**src/logic/ssp_cfg.svh**
```systemverilog
// Function
// - Clock is divided by the programmed prescale divisor before bit clock division.
// - Divisor bit zero is forced to zero on write and on read-back.
// - Reset clears all four interrupt mask bits, so every source starts masked.
// - Reading the mask register returns the mask currently held per source.
// - Writing 1 sets a mask bit, writing 0 clears it; plain storage.
// - Mask bit 3 tx half-empty, 2 rx half-full, 1 rx timeout, 0 overrun.
// - A mask bit of 1 passes its source on, 0 blocks it.
// - Masked status equals raw status AND mask, readable in its own register.
`ifndef SSP_CFG_SVH
`define SSP_CFG_SVH

// ----------------------------------------
// Register offsets (byte addresses)
// ----------------------------------------
`define SSP_OFS_PRESCALE 8'h10
`define SSP_OFS_IRQ_MASK 8'h14
`define SSP_OFS_RAW_STAT 8'h18
`define SSP_OFS_MASK_STAT 8'h1C
`define SSP_OFS_EVT_STAT 8'h20
`define SSP_OFS_CONTROL 8'h24
`define SSP_OFS_PRESC_CNT 8'h28

// ----------------------------------------
// Fields and reset values
// ----------------------------------------
`define SSP_DIV_W 8
`define SSP_IRQ_W 4
`define SSP_DIV_LSB_MASK 8'hFE
`define SSP_RST_PRESCALE 8'h00
`define SSP_RST_IRQ_MASK 4'h0
`define SSP_RST_CONTROL 1'h0
`define SSP_CTRL_EN_BIT 0
`define SSP_ADDR_W 8
`define SSP_DATA_W 32

`endif

```
**src/logic/ssp_pkg.sv**
```systemverilog
package ssp_pkg;

    // ----------------------------------------
    // Bus carriers
    // ----------------------------------------
    typedef struct packed {
        logic read;
        logic write;
        logic [7:0] address;
        logic [31:0] writedata;
        logic [3:0] byteenable;
    } ssp_avm_req_t;

    typedef struct packed {
        logic [31:0] readdata;
        logic waitrequest;
    } ssp_avm_rsp_t;

    // ----------------------------------------
    // Interrupt source vector, bit 3 down to 0
    // ----------------------------------------
    typedef struct packed {
        logic tx_half_empty;
        logic rx_half_full;
        logic rx_timeout;
        logic rx_overrun;
    } ssp_irq_vec_t;

    typedef enum logic [0:0] {
        SSP_BUS_IDLE = 1'b0,
        SSP_BUS_ACK = 1'b1
    } ssp_bus_state_t;

    typedef struct packed {
        logic [7:0] count;
        logic level;
        logic tick;
    } ssp_presc_state_t;

endpackage

```
**src/logic/ssp_regs.sv**
```systemverilog
// Design decision made here: the Avalon-MM interface to the registers.
`timescale 1ns/100ps
`include "ssp_cfg.svh"

module ssp_regs (
    input wire logic clk,
    input wire logic rst_n,
    input wire logic ce,
    input wire ssp_pkg::ssp_avm_req_t avm_req,
    output ssp_pkg::ssp_avm_rsp_t avm_rsp,
    input wire ssp_pkg::ssp_irq_vec_t raw_status,
    output ssp_pkg::ssp_irq_vec_t masked_irq_status,
    output logic irq,
    output logic presc_clk,
    output logic presc_tick
);
    import ssp_pkg::*;

    // ----------------------------------------
    // Module state
    // ----------------------------------------
    typedef struct packed {
        ssp_bus_state_t bus;
        logic [31:0] readdata;
        logic [7:0] prescale_divisor_field;
        ssp_irq_vec_t interrupt_mask;
        ssp_irq_vec_t events;
        ssp_irq_vec_t raw_prev;
        logic enable;
        logic irq;
    } ssp_regs_state_t;

    ssp_regs_state_t s_q;
    ssp_regs_state_t s_d;

    logic req;
    logic wr_take;
    logic rd_load;
    logic lane0;
    logic [7:0] presc_count;
    logic [3:0] raw_bits;
    logic [3:0] prev_bits;
    logic [3:0] evt_bits;
    logic [3:0] evt_clr;
    logic [3:0] evt_next;
    logic [3:0] mis_bits;
    logic [31:0] rd_mux;

    // ----------------------------------------
    // Bus handshake
    // ----------------------------------------
    // One wait cycle per access lets read data come from a flip-flop
    assign req = avm_req.read | avm_req.write;
    assign rd_load = avm_req.read && (s_q.bus == SSP_BUS_IDLE);
    assign wr_take = avm_req.write && (s_q.bus == SSP_BUS_ACK);
    assign lane0 = avm_req.byteenable[0];

    assign raw_bits = raw_status;
    assign prev_bits = s_q.raw_prev;
    assign evt_bits = s_q.events;

    assign mis_bits = raw_bits & s_q.interrupt_mask;

    assign evt_clr = (wr_take && lane0 && avm_req.address == `SSP_OFS_EVT_STAT) ?
        avm_req.writedata[3:0] : 4'h0;

    // ----------------------------------------
    // Sticky event bits
    // ----------------------------------------
    genvar gi;
    generate
        for (gi = 0; gi < `SSP_IRQ_W; gi = gi + 1) begin : g_evt
            // Set beats a clear landing in the same cycle
            assign evt_next[gi] = (raw_bits[gi] && !prev_bits[gi]) ||
                (evt_bits[gi] && !evt_clr[gi]);
        end
    endgenerate

    // ----------------------------------------
    // Read mux
    // ----------------------------------------
    always_comb begin
        rd_mux = 32'h0000_0000;
        case (avm_req.address)
            `SSP_OFS_PRESCALE: rd_mux = {24'h00_0000, s_q.prescale_divisor_field};
            `SSP_OFS_IRQ_MASK: rd_mux = {28'h000_0000, s_q.interrupt_mask};
            `SSP_OFS_RAW_STAT: rd_mux = {28'h000_0000, raw_bits};
            `SSP_OFS_MASK_STAT: rd_mux = {28'h000_0000, mis_bits};
            `SSP_OFS_EVT_STAT: rd_mux = {28'h000_0000, evt_bits};
            `SSP_OFS_CONTROL: rd_mux = {31'h0000_0000, s_q.enable};
            `SSP_OFS_PRESC_CNT: rd_mux = {24'h00_0000, presc_count};
            // Unmapped or unaligned addresses read as zero
            default: rd_mux = 32'h0000_0000;
        endcase
    end

    // ----------------------------------------
    // Next state
    // ----------------------------------------
    always_comb begin
        s_d = s_q;
        case (s_q.bus)
            SSP_BUS_IDLE: begin
                if (req) begin
                    s_d.bus = SSP_BUS_ACK;
                end
            end
            SSP_BUS_ACK: begin
                s_d.bus = SSP_BUS_IDLE;
            end
            default: begin
                s_d.bus = SSP_BUS_IDLE;
            end
        endcase
        if (rd_load) begin
            s_d.readdata = rd_mux;
        end
        if (wr_take && lane0) begin
            case (avm_req.address)
                `SSP_OFS_PRESCALE: begin
                    s_d.prescale_divisor_field = avm_req.writedata[7:0] & `SSP_DIV_LSB_MASK;
                end
                `SSP_OFS_IRQ_MASK: begin
                    s_d.interrupt_mask = avm_req.writedata[3:0];
                end
                `SSP_OFS_CONTROL: begin
                    s_d.enable = avm_req.writedata[`SSP_CTRL_EN_BIT];
                end
                default: begin
                    s_d.enable = s_q.enable;
                end
            endcase
        end
        s_d.raw_prev = raw_status;
        s_d.events = evt_next;
        s_d.irq = |(s_d.interrupt_mask & (raw_bits | evt_next));
    end

    always_ff @(posedge clk or negedge rst_n) begin
        if (!rst_n) begin
            s_q.bus <= SSP_BUS_IDLE;
            s_q.readdata <= 32'h0000_0000;
            s_q.prescale_divisor_field <= `SSP_RST_PRESCALE;
            s_q.interrupt_mask <= `SSP_RST_IRQ_MASK;
            s_q.events <= 4'h0;
            s_q.raw_prev <= 4'h0;
            s_q.enable <= `SSP_RST_CONTROL;
            s_q.irq <= 1'b0;
        end else if (ce) begin
            s_q <= s_d;
        end
    end

    // ----------------------------------------
    // Prescaler
    // ----------------------------------------
    // divisor feeds the prescaler
    ssp_prescaler u_presc (
        .clk(clk),
        .rst_n(rst_n),
        .ce(ce),
        .enable(s_q.enable),
        .divisor(s_q.prescale_divisor_field),
        .presc_clk(presc_clk),
        .presc_tick(presc_tick),
        .presc_count(presc_count)
    );

    // ----------------------------------------
    // Outputs
    // ----------------------------------------
    assign avm_rsp = '{readdata: s_q.readdata, waitrequest: req && (s_q.bus == SSP_BUS_IDLE)};
    assign masked_irq_status = mis_bits;
    assign irq = s_q.irq;
endmodule

```
**src/logic/ssp_prescaler.sv**
```systemverilog
`timescale 1ns/100ps
`include "ssp_cfg.svh"

module ssp_prescaler (
    input wire logic clk,
    input wire logic rst_n,
    input wire logic ce,
    input wire logic enable,
    input wire logic [7:0] divisor,
    output logic presc_clk,
    output logic presc_tick,
    output logic [7:0] presc_count
);
    import ssp_pkg::*;

    ssp_presc_state_t s_q;
    ssp_presc_state_t s_d;
    logic [7:0] half;
    logic run;

    // Divisor is even, so each half period is exactly divisor/2 cycles
    assign half = {1'b0, divisor[7:1]};
    // Divisors below 2 stop the prescaler rather than run at an odd rate
    assign run = enable && (half != 8'h00);

    // ----------------------------------------
    // Next state
    // ----------------------------------------
    always_comb begin
        s_d = s_q;
        s_d.tick = 1'b0;
        if (!run) begin
            s_d.count = 8'h00;
            s_d.level = 1'b0;
        // divide by divisor
        // Greater-or-equal so a smaller new divisor never waits out a wrap
        end else if (s_q.count >= half - 8'h01) begin
            s_d.count = 8'h00;
            s_d.level = ~s_q.level;
            s_d.tick = ~s_q.level;
        end else begin
            s_d.count = s_q.count + 8'h01;
        end
    end

    always_ff @(posedge clk or negedge rst_n) begin
        if (!rst_n) begin
            s_q <= '0;
        end else if (ce) begin
            s_q <= s_d;
        end
    end

    assign presc_clk = s_q.level;
    assign presc_tick = s_q.tick;
    assign presc_count = s_q.count;
endmodule

```
**config.mk**
```make
export PLATFORM = sky130hd
export DESIGN_NAME = ssp_regs
export DESIGN_NICKNAME = d
export VERILOG_FILES = /design/src/logic/ssp_pkg.sv /design/src/logic/ssp_regs.sv /design/src/logic/ssp_prescaler.sv
export VERILOG_INCLUDE_DIRS = /design/src /design/src/logic
export SDC_FILE = /design/constraint.sdc
export NUM_CORES = 1
export LEC_CHECK = 0
export ABC_AREA = 1
export BUFFER_PORTS_ARGS = -buffer_cell sky130_fd_sc_hd__buf_2
export CAP_MARGIN = 25
export CORE_MARGIN = 2
export CORE_UTILIZATION = 55
export DETAILED_ROUTE_END_ITERATION = 6
export PLACE_DENSITY = 0.87
export SLEW_MARGIN = 25
export SYNTH_ARGS = -nofsm -noshare
export SYNTH_HDL_FRONTEND = slang
export SYNTH_SLANG_ARGS = --single-unit
```
**constraint.sdc**
```tcl
create_clock -name clk -period 3.6 [get_ports clk]
set_clock_uncertainty 0.2 [all_clocks]
set_input_delay 0.72 -clock clk [delete_from_list [all_inputs] [get_ports clk]]
set_output_delay 0.72 -clock clk [all_outputs]
set_load 0.01 [all_outputs]
```
==> flow_summary.json <==
{
  "post-place-cells": 461,
  "yosysWarnings": 0,
  "cts-hold-fix-buffers": 0,
  "cts_sinks": 40,
  "drt_pass1_iterations": 4,
  "num_vias": 2359,
  "path_clk_slew_ps": 80,
  "r2r_setup_slack_ps": 860,
  "synth_area_um2": 2700,
  "grt_pass1_vias": 2213,
  "whs_path_depth": 2,
  "die_h_um": 74.1,
  "clockBufferDepth": 2,
  "gp_congestion": 0.939,
  "final-setup-viol-count": 0,
  "avgRoutedWirePerCell_um": 12.3,
  "fp.dieW_um": 74.1,
  "r2r-end": "u_presc.presc_count[3]$_DFFE_PN0P_",
  "placed_cell_area_um2": 2810,
  "crit_type": "reg2reg",
  "reg2reg_depth": 14,
  "synth-seq-area-share_pct": 37.1,
  "synth_edf_count": 0,
  "vias_per_cell": 5.03,
  "hpwl_um": 4520,
  "p_leak_nw": 1.61,
  "antenna_found_initial": 0,
  "num-nets-final": 465,
  "min-delay-path-class": "reg2reg",
  "htreeDepth": 2,
  "synth_seq_cells": 40,
  "status": "completed",
  "synth_top_area_share_pct": 37.1,
  "peakVddDrop_v": 0.000241,
  "synth_common_cells": "92 x nand2_1, 47 x nor2_1, 41 x inv_1",
  "path_max_fanout": 6,
  "routed_wirelength_um": 5760,
  "cts_resized": 0,
  "crit_path_start_kind": "flip-flop",
  "numCtsBuffers": 5,
  "syn_avg_cell_area_um2": 7.35,
  "final_antenna_net_count": 0,
  "relSlewSlack_pct": 41.3,
  "area_delta_synth_final_pct": 9.97,
  "yosysUniqueCellTypes": 30,
  "clk_latency_ps": 290,
  "period_minus_slack_ps": 2740,
  "worstMarginPinSlew_ps": 881,
  "syn_inst": 367,
  "maxCapViolations": 0,
  "timing.fmax_mhz": 364,
  "num_rows": 25,
  "hp-start": "avm_rsp[5]$_DFFE_PN0P_",
  "rsz0062_at_grt": "false",
  "cts_setup_buffers": 0,
  "yosysMostFrequentCell": "nand2_1",
  "grt_max_degree": 41,
  "hold_ws_ps": 282,
  "crit_required_ps": 3590,
  "synth_largest_area_cell": "dfrtp_1",
  "async_reset_ff_share_pct": 100,
  "io_buffers": 41,
  "core_area_um2": 4720,
  "drtIter0Drc": 145,
  "setup_tns_ps": 0,
  "synthFlopType": "dfrtp_1",
  "drc": 0,
  "power.density_nw_per_um2": 377,
  "grt.overflow.total": 0,
  "ios": 93,
  "track_usage_pct": 22.9,
  "layout_worst_path_cycle_share_pct": 76.2,
  "final_cell_area_um2": 2970,
  "r2r-start": "s_q[15]$_DFFE_PN0P_",
  "arrival_ps": 2730,
  "grt_pass1_wl_um": 9670,
  "hold_viol_final": 0,
  "diodes": 0,
  "cts_root_buf": "clkbuf_8",
  "slew_violations": 0,
  "dieArea_um2": 5480,
  "cts_tree": "built",
  "instances_no_fill": 469,
  "whs_endpoint": "avm_rsp[5]$_DFFE_PN0P_",
  "end_kind": "flip-flop",
  "synth_area_leaders": "dfrtp_1 37%, nand2_1 13%, buf_4 9.5%",
  "initial_core_util_pct": 57.1,
  "drive_above_1_share_pct": 15.7
}
cell usage in the layout (no fill, tap or decap):
cell	synthesis	layout
a21oi_1	12	12
a31oi_1	6	6
buf_2	2	41
buf_4	34	1
bufinv_16	0	3
clkbuf_8	0	5
clkinv_1	2	2
conb_1	1	24
dfrtp_1	40	40
ha_1	11	11
inv_1	41	41
inv_2	2	2
mux2i_1	1	1
nand2_1	92	92
nand2_2	1	1
nand3_1	20	20
nand3_2	2	2
nand4_1	6	6
nor2_1	47	47
nor2_2	2	2
nor2_4	4	4
nor3_1	6	6
nor3_2	1	1
o211a_1	1	1
o211ai_1	2	2
o21a_1	2	2
o21ai_0	10	10
o22ai_1	5	5
or2_2	1	1
xnor2_1	1	1
xor2_1	10	10
registers in the layout, summed over array words and instances (netlist names):
| register | cells |
|---|---|
| avm_rsp | 8 |
| evt_bits | 4 |
| irq | 1 |
| prev_bits | 4 |
| s_q | 13 |
| u_presc.presc_clk | 1 |
| u_presc.presc_count | 8 |
| u_presc.presc_tick | 1 |
worst max-delay path: stages, from the launching register on:
cell and delay [ps]:
dfrtp_1 360, inv_1 180, ha_1 220, nand2_1 100
nor3_1 180, xor2_1 170, inv_1 60, ha_1 270
nand2_1 70, nor2_1 170, nand4_1 120, nand3_1 170
o21ai_0 120, inv_1 190, nor2_1 60
power breakdown:
| part | internal [mW] | switching [mW] |
|---|---|---|
| registers | 0.467 | 0.0137 |
| clock network | 0.347 | 0.161 |
| logic | 0.0414 | 0.0881 |
layer usage:
metal / vias to the layer above / share of wire (%) / global-route usage [%]
li1: 1176 / - / -
met5: - / 0 / 0
met3: 13 / 6.0 / 5.15
met1: 1086 / 43 / 29.4
met2: 84 / 49 / 38.6
met4: 0 / 1.7 / 7.68
per-stage QoR:
step	worst slack [ps]	utilization [%]	power [mW]
after floorplan	1260	-	0.590
after global placement	1020	59.5	0.614
after detailed placement	868	59.5	0.619
after CTS	867	62.8	1.13
after global routing	685	62.8	1.16
final	856	62.8	1.12
how the worst max path moves through the flow:
stage	from	slack, ps	endpoint
2_1_floorplan	s_q[15]$_DFFE_PN0P_	1260	u_presc.presc_count[2]$_DFFE_PN0P_
3_3_place_gp	s_q[15]$_DFFE_PN0P_	1020	u_presc.presc_count[6]$_DFFE_PN0P_
3_5_place_dp	s_q[15]$_DFFE_PN0P_	870	u_presc.presc_count[3]$_DFFE_PN0P_
4_1_cts	s_q[15]$_DFFE_PN0P_	870	u_presc.presc_count[3]$_DFFE_PN0P_
5_1_grt	s_q[15]$_DFFE_PN0P_	690	u_presc.presc_count[4]$_DFFE_PN0P_
6_report	s_q[15]$_DFFE_PN0P_	860	u_presc.presc_count[3]$_DFFE_PN0P_
layout make-up:
cell class                      count  area [um2]
Timing Repair Buffer               42         213
Fill cell                         423        1760
Clock buffer                        5        68.8
Clock inverter                      3        90.1
Tap cell                           67        83.8
Multi-Input combinational cell    267        1340
Inverter                           45         169
Sequential cell                    40        1000
logic make-up after synthesis:
group	share of synthesized area, %
AND/OR/NAND/NOR	29.3
multiplexers	0.371
AO/OA/AOI/OAI	8.11
buffers and inverters	16.4
adder cells (fa/ha/maj)	5.10
other	0.139
XOR/XNOR	3.57
flip-flops	37.1
Power figures use the tool's default switching activity.
